<file path="src/verilog/thcm_params.svh">
/*
  Constants of the thermal clock modulator: register offsets, field
  positions, reset values, fixed temperature thresholds and timing.
  Assumes temperature codes are unsigned degrees Celsius.
*/
`ifndef THCM_PARAMS_SVH
`define THCM_PARAMS_SVH

// ----------------------------------------------------------------
// Register map
// ----------------------------------------------------------------
`define THCM_ADDR_AUTO_CTL  8'h00
`define THCM_ADDR_OD_CTL    8'h04
`define THCM_ADDR_STATUS    8'h08

// ----------------------------------------------------------------
// Field positions and reset values
// ----------------------------------------------------------------
`define THCM_AUTO_EN_BIT    0
`define THCM_OD_EN_BIT      4
`define THCM_OD_DUTY_MSB    3
`define THCM_OD_DUTY_LSB    1
`define THCM_AUTO_EN_RST    1'b0
`define THCM_OD_EN_RST      1'b0
`define THCM_OD_DUTY_RST    3'h4

// ----------------------------------------------------------------
// Fixed thresholds and modulation
// ----------------------------------------------------------------
`define THCM_TEMP_TRIP      8'h64
`define THCM_TEMP_HYST      8'h02
`define THCM_TEMP_CAT       8'h7d
`define THCM_DUTY_HALF      3'h4
`define THCM_STEP_CYCLES    4

`endif

</file>
<file path="src/verilog/thcm_pkg.sv">
/*
  Types of the thermal clock modulator.
  Assumes nothing of its surroundings.
*/
`default_nettype none

package thcm_pkg;

  // ----------------------------------------------------------------
  // Operating mode of the thermal control circuit
  // ----------------------------------------------------------------
  typedef enum logic [1:0] {
    THCM_IDLE,
    THCM_AUTO,
    THCM_ONDEMAND,
    THCM_TRIPPED
  } thcm_mode_t;

endpackage

`default_nettype wire

</file>
<file path="src/verilog/thcm_top.sv">
/*
  Thermal clock modulator top: trip comparison with hysteresis,
  automatic and on-demand modulation, over-temperature indicator,
  catastrophic trip and software registers.
  Assumes a synchronous temperature code and a simple register port.
*/
// Chosen here: strobed register access and the address map.
`include "thcm_params.svh"
`default_nettype none

module thcm_top
  import thcm_pkg::*;
#(
  parameter int STEP = `THCM_STEP_CYCLES
)
(
  // Clock and reset
  input  wire logic        i_core_clk,
  input  wire logic        i_reset,
  // Register port
  input  wire logic [7:0]  i_addr,
  input  wire logic [31:0] i_wr_data,
  input  wire logic        i_wr,
  input  wire logic        i_rd,
  output var  logic [31:0] o_rd_data,
  // Sensor and power state
  input  wire logic [7:0]  i_temp_code,
  input  wire logic        i_low_power,
  // Interrupts
  input  wire logic        i_irq_req,
  input  wire logic        i_irq_ack,
  output var  logic        o_core_irq,
  // Core and pins
  output var  logic        o_core_clk_en,
  output var  logic        o_snoop_en,
  output var  logic        o_over_temp_indicator_n,
  output var  logic        o_catastrophic_trip_n
);

  logic       auto_en_ff;
  logic       od_en_ff;
  logic [2:0] od_duty_ff;
  logic       hot_ff;
  logic       trip_ff;
  thcm_mode_t mode_ff;
  thcm_mode_t nxt_mode;
  logic [2:0] duty_sel;
  logic       mod_active;
  logic       mod_clk_en;

  // ----------------------------------------------------------------
  // Registers
  // ----------------------------------------------------------------
  always_ff @(posedge i_core_clk or posedge i_reset)
  begin
    if (i_reset)
      auto_en_ff <= `THCM_AUTO_EN_RST;
    else if (i_wr && i_addr == `THCM_ADDR_AUTO_CTL)
      auto_en_ff <= i_wr_data[`THCM_AUTO_EN_BIT];
  end

  always_ff @(posedge i_core_clk or posedge i_reset)
  begin
    if (i_reset)
    begin
      od_en_ff   <= `THCM_OD_EN_RST;
      od_duty_ff <= `THCM_OD_DUTY_RST;
    end
    else if (i_wr && i_addr == `THCM_ADDR_OD_CTL)
    begin
      od_en_ff   <= i_wr_data[`THCM_OD_EN_BIT];
      od_duty_ff <= i_wr_data[`THCM_OD_DUTY_MSB:`THCM_OD_DUTY_LSB];
    end
  end

  // Threshold never appears in read data
  always_ff @(posedge i_core_clk or posedge i_reset)
  begin
    if (i_reset)
      o_rd_data <= '0;
    else if (i_rd)
    begin
      unique case (i_addr)
        `THCM_ADDR_AUTO_CTL: o_rd_data <= 32'(auto_en_ff);
        `THCM_ADDR_OD_CTL:   o_rd_data <= {27'h0, od_en_ff, od_duty_ff, 1'b0};
        `THCM_ADDR_STATUS:   o_rd_data <= {27'h0, o_core_clk_en, trip_ff,
                                           !o_over_temp_indicator_n, hot_ff,
                                           mode_ff != THCM_IDLE};
        default:             o_rd_data <= '0;
      endcase
    end
    else
      o_rd_data <= '0;
  end

  // ----------------------------------------------------------------
  // Temperature comparison
  // ----------------------------------------------------------------
  always_ff @(posedge i_core_clk or posedge i_reset)
  begin
    if (i_reset)
      hot_ff <= 1'b0;
    else if (i_temp_code >= `THCM_TEMP_TRIP)
      hot_ff <= 1'b1;
    else if (i_temp_code < `THCM_TEMP_TRIP - `THCM_TEMP_HYST)
      hot_ff <= 1'b0;
  end

  always_ff @(posedge i_core_clk or posedge i_reset)
  begin
    if (i_reset)
      trip_ff <= 1'b0;
    else if (i_temp_code >= `THCM_TEMP_CAT)
      trip_ff <= 1'b1;
  end

  // ----------------------------------------------------------------
  // Mode selection
  // ----------------------------------------------------------------
  always_comb
  begin
    if (trip_ff)
      nxt_mode = THCM_TRIPPED;
    else if (auto_en_ff && hot_ff)
      nxt_mode = THCM_AUTO;
    else if (od_en_ff)
      nxt_mode = THCM_ONDEMAND;
    else
      nxt_mode = THCM_IDLE;
  end

  always_ff @(posedge i_core_clk or posedge i_reset)
  begin
    if (i_reset)
      mode_ff <= THCM_IDLE;
    else
      mode_ff <= nxt_mode;
  end

  always_comb
  begin
    mod_active = 1'b1;
    duty_sel   = `THCM_DUTY_HALF;
    unique case (mode_ff)
      THCM_IDLE:     mod_active = 1'b0;
      THCM_AUTO:     duty_sel   = `THCM_DUTY_HALF;
      THCM_ONDEMAND: duty_sel   = (od_duty_ff == 3'h0) ? `THCM_DUTY_HALF : od_duty_ff;
      THCM_TRIPPED:  mod_active = 1'b0;
    endcase
  end

  thcm_mod_gen #(
    .STEP (STEP)
  ) u_mod_gen (
    .i_core_clk (i_core_clk),
    .i_reset    (i_reset),
    .i_active   (mod_active),
    .i_duty     (duty_sel),
    .o_clk_en   (mod_clk_en)
  );

  thcm_irq_latch u_irq_latch (
    .i_core_clk (i_core_clk),
    .i_reset    (i_reset),
    .i_irq_req  (i_irq_req),
    .i_irq_ack  (i_irq_ack),
    .i_clk_on   (o_core_clk_en),
    .o_core_irq (o_core_irq)
  );

  // ----------------------------------------------------------------
  // Outputs
  // ----------------------------------------------------------------
  always_ff @(posedge i_core_clk or posedge i_reset)
  begin
    if (i_reset)
      o_core_clk_en <= 1'b1;
    else
      o_core_clk_en <= mod_clk_en && !trip_ff;
  end

  always_ff @(posedge i_core_clk or posedge i_reset)
  begin
    if (i_reset)
      o_snoop_en <= 1'b1;
    else
      o_snoop_en <= !trip_ff;
  end

  // Indicator frozen while in low power
  always_ff @(posedge i_core_clk or posedge i_reset)
  begin
    if (i_reset)
      o_over_temp_indicator_n <= 1'b1;
    else if (!i_low_power)
      o_over_temp_indicator_n <= !hot_ff;
  end

  // Driven straight from the sticky trip flag, no bus activity
  always_ff @(posedge i_core_clk or posedge i_reset)
  begin
    if (i_reset)
      o_catastrophic_trip_n <= 1'b1;
    else
      o_catastrophic_trip_n <= !trip_ff;
  end

  // ----------------------------------------------------------------
  // Checks
  // ----------------------------------------------------------------
  a_trip_sticky: assert property (
    @(posedge i_core_clk) disable iff (i_reset)
    !o_catastrophic_trip_n |=> !o_catastrophic_trip_n)
    else $error("catastrophic trip released");

  a_trip_raise: assert property (
    @(posedge i_core_clk) disable iff (i_reset)
    i_temp_code >= `THCM_TEMP_CAT |=> ##1 (!o_catastrophic_trip_n && !o_core_clk_en))
    else $error("trip not raised two cycles after overheat");

  a_auto_over: assert property (
    @(posedge i_core_clk) disable iff (i_reset)
    (auto_en_ff && hot_ff && !trip_ff) |=> (mode_ff == THCM_AUTO && duty_sel == `THCM_DUTY_HALF))
    else $error("automatic mode did not take precedence");

  a_od_start: assert property (
    @(posedge i_core_clk) disable iff (i_reset)
    (i_wr && i_addr == `THCM_ADDR_OD_CTL && i_wr_data[`THCM_OD_EN_BIT] && !trip_ff
     && i_temp_code < `THCM_TEMP_CAT) |=> ##1 mod_active)
    else $error("on-demand write did not start modulation");

  a_hyst_hold: assert property (
    @(posedge i_core_clk) disable iff (i_reset)
    (hot_ff && i_temp_code >= `THCM_TEMP_TRIP - `THCM_TEMP_HYST) |=> hot_ff)
    else $error("trip released inside hysteresis band");

  a_lp_no_new: assert property (
    @(posedge i_core_clk) disable iff (i_reset)
    (i_low_power && o_over_temp_indicator_n) |=> o_over_temp_indicator_n)
    else $error("indicator newly asserted in low power");

  a_lp_hold: assert property (
    @(posedge i_core_clk) disable iff (i_reset)
    (i_low_power && !o_over_temp_indicator_n) |=> !o_over_temp_indicator_n)
    else $error("indicator released in low power");

  a_cool_idle: assert property (
    @(posedge i_core_clk) disable iff (i_reset)
    (!od_en_ff && !hot_ff && !trip_ff) |=> ##2 (o_core_clk_en || !o_catastrophic_trip_n))
    else $error("modulation continued after cooling");

  a_snoop_trip: assert property (
    @(posedge i_core_clk) disable iff (i_reset)
    trip_ff |=> !o_snoop_en)
    else $error("snoop still enabled after catastrophic trip");

  a_trip_clk_off: assert property (
    @(posedge i_core_clk) disable iff (i_reset)
    trip_ff |=> !o_core_clk_en)
    else $error("core clock running after catastrophic trip");

  a_trip_mode: assert property (
    @(posedge i_core_clk) disable iff (i_reset)
    trip_ff |=> mode_ff == THCM_TRIPPED)
    else $error("mode left tripped state without reset");

  a_rd_idle: assert property (
    @(posedge i_core_clk) disable iff (i_reset)
    !i_rd |=> o_rd_data == 32'h0)
    else $error("read data driven without a read");

  a_ind_follow: assert property (
    @(posedge i_core_clk) disable iff (i_reset)
    !i_low_power |=> o_over_temp_indicator_n == !$past(hot_ff))
    else $error("indicator does not follow the hot flag");

  a_hot_set: assert property (
    @(posedge i_core_clk) disable iff (i_reset)
    i_temp_code >= `THCM_TEMP_TRIP |=> hot_ff)
    else $error("hot flag not set at trip temperature");

  a_cold_clear: assert property (
    @(posedge i_core_clk) disable iff (i_reset)
    i_temp_code < (`THCM_TEMP_TRIP - `THCM_TEMP_HYST) |=> !hot_ff)
    else $error("hot flag not cleared below release level");

endmodule

`default_nettype wire

</file>
<file path="src/verilog/thcm_mod_gen.sv">
/*
  Clock modulation generator: free-running period counter and duty
  compare producing the core clock enable.
  Assumes active and duty are steady registered controls.
*/
`include "thcm_params.svh"
`default_nettype none

module thcm_mod_gen
  import thcm_pkg::*;
#(
  parameter int STEP = `THCM_STEP_CYCLES
)
(
  // Clock and reset
  input  wire logic       i_core_clk,
  input  wire logic       i_reset,
  // Control
  input  wire logic       i_active,
  input  wire logic [2:0] i_duty,
  // Clock enable
  output var  logic       o_clk_en
);

  localparam int CW = $clog2(8 * STEP);

  logic [CW-1:0] cnt_ff;
  logic [CW-1:0] nxt_cnt;
  logic          nxt_clk_en;

  // ----------------------------------------------------------------
  // Helpers
  // ----------------------------------------------------------------
  function automatic logic [CW:0] on_limit(input logic [2:0] duty);
    on_limit = (CW+1)'(duty * STEP);
  endfunction

  // ----------------------------------------------------------------
  // Period counter
  // ----------------------------------------------------------------
  always_comb
  begin
    if (cnt_ff == CW'(8 * STEP - 1))
      nxt_cnt = '0;
    else
      nxt_cnt = cnt_ff + CW'(1);
  end

  always_ff @(posedge i_core_clk or posedge i_reset)
  begin
    if (i_reset)
      cnt_ff <= '0;
    else
      cnt_ff <= nxt_cnt;
  end

  // ----------------------------------------------------------------
  // Clock enable
  // ----------------------------------------------------------------
  always_comb
  begin
    nxt_clk_en = !i_active || ({1'b0, cnt_ff} < on_limit(i_duty));
  end

  always_ff @(posedge i_core_clk or posedge i_reset)
  begin
    if (i_reset)
      o_clk_en <= 1'b1;
    else
      o_clk_en <= nxt_clk_en;
  end

  // ----------------------------------------------------------------
  // Checks
  // ----------------------------------------------------------------
  a_idle_runs: assert property (
    @(posedge i_core_clk) disable iff (i_reset)
    !i_active |=> o_clk_en)
    else $error("clock gated while modulation inactive");

  a_period_start: assert property (
    @(posedge i_core_clk) disable iff (i_reset)
    (i_active && cnt_ff == '0 && i_duty != 3'h0) |=> o_clk_en)
    else $error("clock not on at period start");

  a_period_end: assert property (
    @(posedge i_core_clk) disable iff (i_reset)
    (i_active && cnt_ff == CW'(8 * STEP - 1) && i_duty != 3'h0) |=> !o_clk_en)
    else $error("clock not off at period end");

endmodule

`default_nettype wire

</file>
<file path="src/verilog/thcm_irq_latch.sv">
/*
  Interrupt latch: holds incoming interrupt requests while the core
  clock is gated and presents them only while it runs.
  Assumes the core acknowledges with a one-cycle pulse.
*/
`default_nettype none

module thcm_irq_latch
  import thcm_pkg::*;
(
  // Clock and reset
  input  wire logic i_core_clk,
  input  wire logic i_reset,
  // Request side
  input  wire logic i_irq_req,
  input  wire logic i_irq_ack,
  input  wire logic i_clk_on,
  // Core side
  output var  logic o_core_irq
);

  logic pend_ff;

  // ----------------------------------------------------------------
  // Latch; a new request wins over the acknowledge
  // ----------------------------------------------------------------
  always_ff @(posedge i_core_clk or posedge i_reset)
  begin
    if (i_reset)
      pend_ff <= 1'b0;
    else if (i_irq_req)
      pend_ff <= 1'b1;
    else if (i_irq_ack)
      pend_ff <= 1'b0;
  end

  always_ff @(posedge i_core_clk or posedge i_reset)
  begin
    if (i_reset)
      o_core_irq <= 1'b0;
    else
      o_core_irq <= pend_ff && i_clk_on && !i_irq_ack;
  end

  // ----------------------------------------------------------------
  // Checks
  // ----------------------------------------------------------------
  a_irq_held: assert property (
    @(posedge i_core_clk) disable iff (i_reset)
    (pend_ff && !i_irq_ack) |=> pend_ff)
    else $error("pending interrupt lost");

  a_irq_gated: assert property (
    @(posedge i_core_clk) disable iff (i_reset)
    !i_clk_on |=> !o_core_irq)
    else $error("interrupt presented while clock gated");

endmodule

`default_nettype wire

</file>
<file path="config.mk">
export PLATFORM = sky130hd
export DESIGN_NAME = thcm_top
export DESIGN_NICKNAME = d
export VERILOG_FILES = /design/src/verilog/thcm_pkg.sv /design/src/verilog/thcm_top.sv /design/src/verilog/thcm_mod_gen.sv /design/src/verilog/thcm_irq_latch.sv
export VERILOG_INCLUDE_DIRS = /design/src /design/src/verilog
export SDC_FILE = /design/constraint.sdc
export NUM_CORES = 1
export LEC_CHECK = 0
export BUFFER_PORTS_ARGS = -buffer_cell sky130_fd_sc_hd__buf_2
export CORE_MARGIN = 2
export CORE_UTILIZATION = 44
export DETAILED_ROUTE_END_ITERATION = 16
export GPL_TIMING_DRIVEN = 0
export MAX_ROUTING_LAYER = met4
export PLACE_DENSITY = 0.85
export SETUP_SLACK_MARGIN = 0.15
export SLEW_MARGIN = 20
export SYNTH_ARGS = -nofsm -noshare
export SYNTH_HDL_FRONTEND = slang
export SYNTH_SLANG_ARGS = --single-unit
</file>
<file path="constraint.sdc">
create_clock -name i_core_clk -period 3.1 [get_ports i_core_clk]
set_clock_uncertainty 0.2 [all_clocks]
set_input_delay 0.62 -clock i_core_clk [delete_from_list [all_inputs] [get_ports i_core_clk]]
set_output_delay 0.62 -clock i_core_clk [all_outputs]
set_load 0.02 [all_outputs]
</file>
* After elaboration in Yosys (flattened, before gate mapping) *
Index checks and enable logic that the tools add are counted.

word-level totals
  register bits = 52
  latch bits = 0
  RAM bits = 0
  memory bits (read-only) = 0
  input port bits = 55
  output and inout bits = 37
  word-level logic and storage cells = 54
  memories kept = 0

cells by class
  $add $sub $neg = 1
  multipliers = 0
  div/mod/pow operators = 0
  magnitude comparators = 4
  equal/unequal tests = 5
  shift operators = 0
  muxes and demuxes = 12
  bitwise gates (word level) = 0
  reductions and logical operators = 18

operators by type and width
  kind                                                                                 count
  32-bit 2-to-1 mux                                                                    1
  8-bit by 7-bit greater-or-equal comparator with 1-bit output, second input constant  2
  5-bit case mux with 3 select lines                                                   1
  8-bit by 3-bit == test with 1-bit output, second input constant                      1
  8-bit by 4-bit == test with 1-bit output, second input constant                      1
  8-bit zero test                                                                      1
  8-bit by 7-bit less-than comparator with 1-bit output, second input constant         1
  1-bit logical AND                                                                    6
  2-bit 2-to-1 mux                                                                     3
  3-bit 2-to-1 mux                                                                     2
  2-bit nonzero test                                                                   3
  5-bit by 1-bit adder with 5-bit output, second input constant                        1
  5-bit == test, second input constant                                                 1
  5-bit less-than comparator                                                           1
  5-bit 2-to-1 mux                                                                     1
  2-bit == test, second input constant                                                 2
  1-bit zero test                                                                      4
  1-bit 2-to-1 mux                                                                     4
  3-bit zero test                                                                      1
  2-bit zero test                                                                      1
  2-bit OR reduction                                                                   1
  1-bit logical OR                                                                     1

* Logic depth before layout (Yosys ltp) *
  depth after elaboration = 5
  mapped depth = 6
  mapped depth without buffers = 6

* Modules after synthesis *
A second synthesis with hierarchy kept.

second synthesis, totals
  cell total of the unflattened synthesis = 122
  area, all modules = 1,333.8 sq um

by module, submodules not included
  module          times used  cells each  area an instance (sq um)
  thcm_top        1           92          974.7
  thcm_mod_gen    1           24          287.8
  thcm_irq_latch  1           6           71.3

* Worst setup path before layout *
Ideal clock, no wire load.

  path type = in2reg
  start = input port i_addr[1]
  end = register od_duty_ff[0]
  setup time = 128 ps
  arrival time = 1,450 ps
  data required time = 2,772 ps
  setup slack = 1,323 ps
  stages on the path = 3
  cell sequence = nor4_4 > nand4_2 > mux2_1

on the way
  longest elaborated chain between the ends = 2

RTL lines
  element                                   line            source
  start, declared                           thcm_top.sv:21  input wire logic [7:0] i_addr,
  8-bit by 3-bit == test with 1-bit output  n/a
  1-bit logical AND (no line)               n/a
  end signal, assigned                      thcm_top.sv:67  od_duty_ff <= `THCM_OD_DUTY_RST;
  end signal, assigned                      thcm_top.sv:72  od_duty_ff <= i_wr_data[`THCM_OD_DUTY_MSB:`THCM_OD_DUTY_LSB];
  end, declared                             thcm_top.sv:42  logic [2:0] od_duty_ff;

No other way between the ends.
A chain may end at the register's enable or synchronous reset.

==> flow_summary.yaml <==
place:
  placedCellCount: 213
  hpwl_um: 1877
  routabilityCongestion: 0.7694
  numPortBuffers: 37
clocking:
  ctsHoldBuffers: 0
  post_cts_buffers: 0
  cts-resized-gates: 0
  clkSinkCount: 25
  numCtsBuffers: 3
  clkLatencyLatePin_ns: 0.33
  clk_pin_slew_ns: 0.14
  tritoncts: "yes"
  clockRootBuffer: "clkbuf_4"
  htreeDepth: 1
  ctsLongestPathBuffers: 2
routing:
  dr_total_vias: 957
  drt-wirelength-per-cell_um: 10.34
  route.detailed.drc: 0
  viasPerCell: 4.410
  wirelength_um: 2244
  drt_pass1_iterations: 4
  ant_nets: 0
  drt-initial-drc-count: 10
worst_setup_path:
  worstPathMaxFanout: 2
  cp_top_family: "flip-flops"
  criticalPathCategory: "flop to output port"
  end_kind: "output port"
  start_kind: "flop"
  crit_chain: "buf_4 -> buf_2"
  required_ns: 2.28
  cp_slowest_cell: "dfstp_2"
  worst-path-buf-inv: 2
  cpPeakStageDelay_ns: 0.55
  crit_arrival_ns: 1.11
global_routing:
  grt_pass1_vias: 860
  grt_antenna_before_repair: 0
  grt_usage_pct: 14.53
  grt_max_degree: 26
  grt_pass1_wl_um: 3567
  overflow: 0
floorplanning:
  io-pin-count: 92
  die_height_um: 58.44
  initial_utilization_pct: 46.87
  fp.dieArea_mm2: 0.003415
  core_mm2: 0.002781
  rows: 19
  die_w_um: 58.44
power:
  leakage_uw: 0.0009302
  vdd_drop_max_v: 0.0002306
  power.density_mw_per_mm2: 356.7
synthesis:
  synthCells: 119
  ys_seq_area_share_pct: 48.46
  syn_area_per_cell_um2: 10.96
  synthTopCellsByArea: "dfrtp_1 (38%), buf_4 (16%), dfstp_2 (10%)"
  ys_ff_latch: 25
  synth_top_area_share_pct: 38.39
  synth_cell_types: 30
  synth_area_leader_cell: "dfrtp_1"
  syn-cell-area_mm2: 0.001304
  yosysWarnings: 0
final_layout:
  drive_gt1_share_pct: 43.55
  seqCellArea_um2: 631.9
  multi_input_area_um2: 536.8
  filler_cell_count: 232
  layout.cells.non_filler: 217
  areaGrowthSynthToFinish_pct: 26.97
  nets: 248
  num_antenna_cells: 0
sta:
  slew_headroom_pct: 40.53
  fmax_mhz: 519.2
  worst_slew_pin_slew_ns: 0.8910
  min_period_ns: 1.926
  rsz0062_at_grt: "no"
  fin_tns_setup_ns: 0
  drv_slew: 0
  setup_viol: 0
  hold_viol: 0
  period_share_pct: 62.13
run:
  drv_cap: 0
hold_path:
  min_path_type: "primary input to flop"
outcome:
  status: "finished clean"
[state kept, by name, summed over array words and instances, names as in the netlist, 2 cells and up]
name and flops:
mode_ff 2, o_rd_data 5, od_duty_ff 3, u_mod_gen.cnt_ff 5
[metal layers]
metal	vias to the layer above	wire length [um]	part of all wire (%)	track usage, %
li1	477	-	-	-
met1	421	945	42	18.25
met2	52	1032	46	21.19
met3	7	190	8.5	1.978
met4	0	76	3.4	10.96
met5	-	0	0	-
[synthesized netlist by cell type, drive strengths merged]
master,number
inv,6
xnor2,1
nor3b,1
mux2,5
o21ai,3
a21o,1
nand3,2
nor4,1
o21bai,1
conb,1
dfrtp,20
a211o,1
ha,6
nand2,7
and2b,1
a2111oi,2
nand3b,1
buf,28
dfstp,5
nand4,3
nor2,12
and3,2
a22oi,4
o211ai,1
nor2b,3
xor2,1
[area by class of cell]
cell class,count,share of cell area [%]
tap,31,2.343
sequential,25,38.17
multi-input combinational,86,32.43
buffer,28,12.70
inverter,6,1.361
clock inverter,1,0.4535
clock buffer,3,1.361
timing repair buffer,37,11.19
[worst paths after layout]
check | slack [ns] | endpoint | cells past startpoint | start
max | 1.17 | o_snoop_en | 2 | o_catastrophic_trip_n
min reg2reg | 0.27 | o_core_clk_en | 1 | trip_ff
max in group asynchronous | 1.90 | hot_ff | 2 | i_reset
min | 0.22 | o_over_temp_indicator_n | 2 | i_low_power
min in group asynchronous | 0.25 | o_rd_data[3] | 2 | i_reset
max reg2reg | 1.46 | u_mod_gen.o_clk_en | 6 | mode_ff[0]
[logic make-up (layout without fill, tap and decap cells)]
group	count (synthesis)	after routing	synth area share [%]
multiplexers	5	5	4.318
XOR/XNOR	2	2	1.344
AO/OA/AOI/OAI	13	13	7.678
flip-flops	25	25	48.46
buffers and inverters	34	75	17.85
adder cells (fa/ha/maj)	6	6	5.758
other	1	27	0.2876
AND/OR/NAND/NOR	33	33	14.30
[worst reg2reg max path: stages, from the launching register on]
cell      delay (ns)
dfrtp_1         0.39
inv_1           0.08
ha_1            0.19
nand2_1         0.07
ha_1            0.27
a211o_1         0.25
o211ai_1        0.12
[placed cells by master, fill, tap and decap left out, types with 4 or more instances in the layout]
| master | instances |
|---|---|
| ha_1 | 6 |
| a22oi_1 | 4 |
| conb_1 | 27 |
| dfrtp_1 | 20 |
| dfstp_2 | 5 |
| nor2_1 | 12 |
| buf_4 | 28 |
| buf_2 | 37 |
| nand2_1 | 7 |
| inv_1 | 6 |
[stage by stage]
step	hold WS (ns)	power (uW)	util [%]	instance area, um2	worst slack [ns]
after floorplan	0.2122	418.8	-	1401	1.323
after global placement	0.2447	444.9	58.43	1625	1.123
after detailed placement	0.2492	446.4	58.43	1625	1.096
after global routing	0.2420	620.1	59.51	1655	1.118
after CTS	0.2172	596.9	59.51	1655	1.154
final	0.2229	590.4	59.51	1655	1.174
[power by group]
group	switching (uW)	internal, uW	total [uW]	leakage [uW]
Combinational	57.2	43.7	101	0.000617
Clock	100	49.5	150	0.0000139
Sequential	5.75	334	340	0.000300
Note: power is estimated with default switching activity, not from simulation.
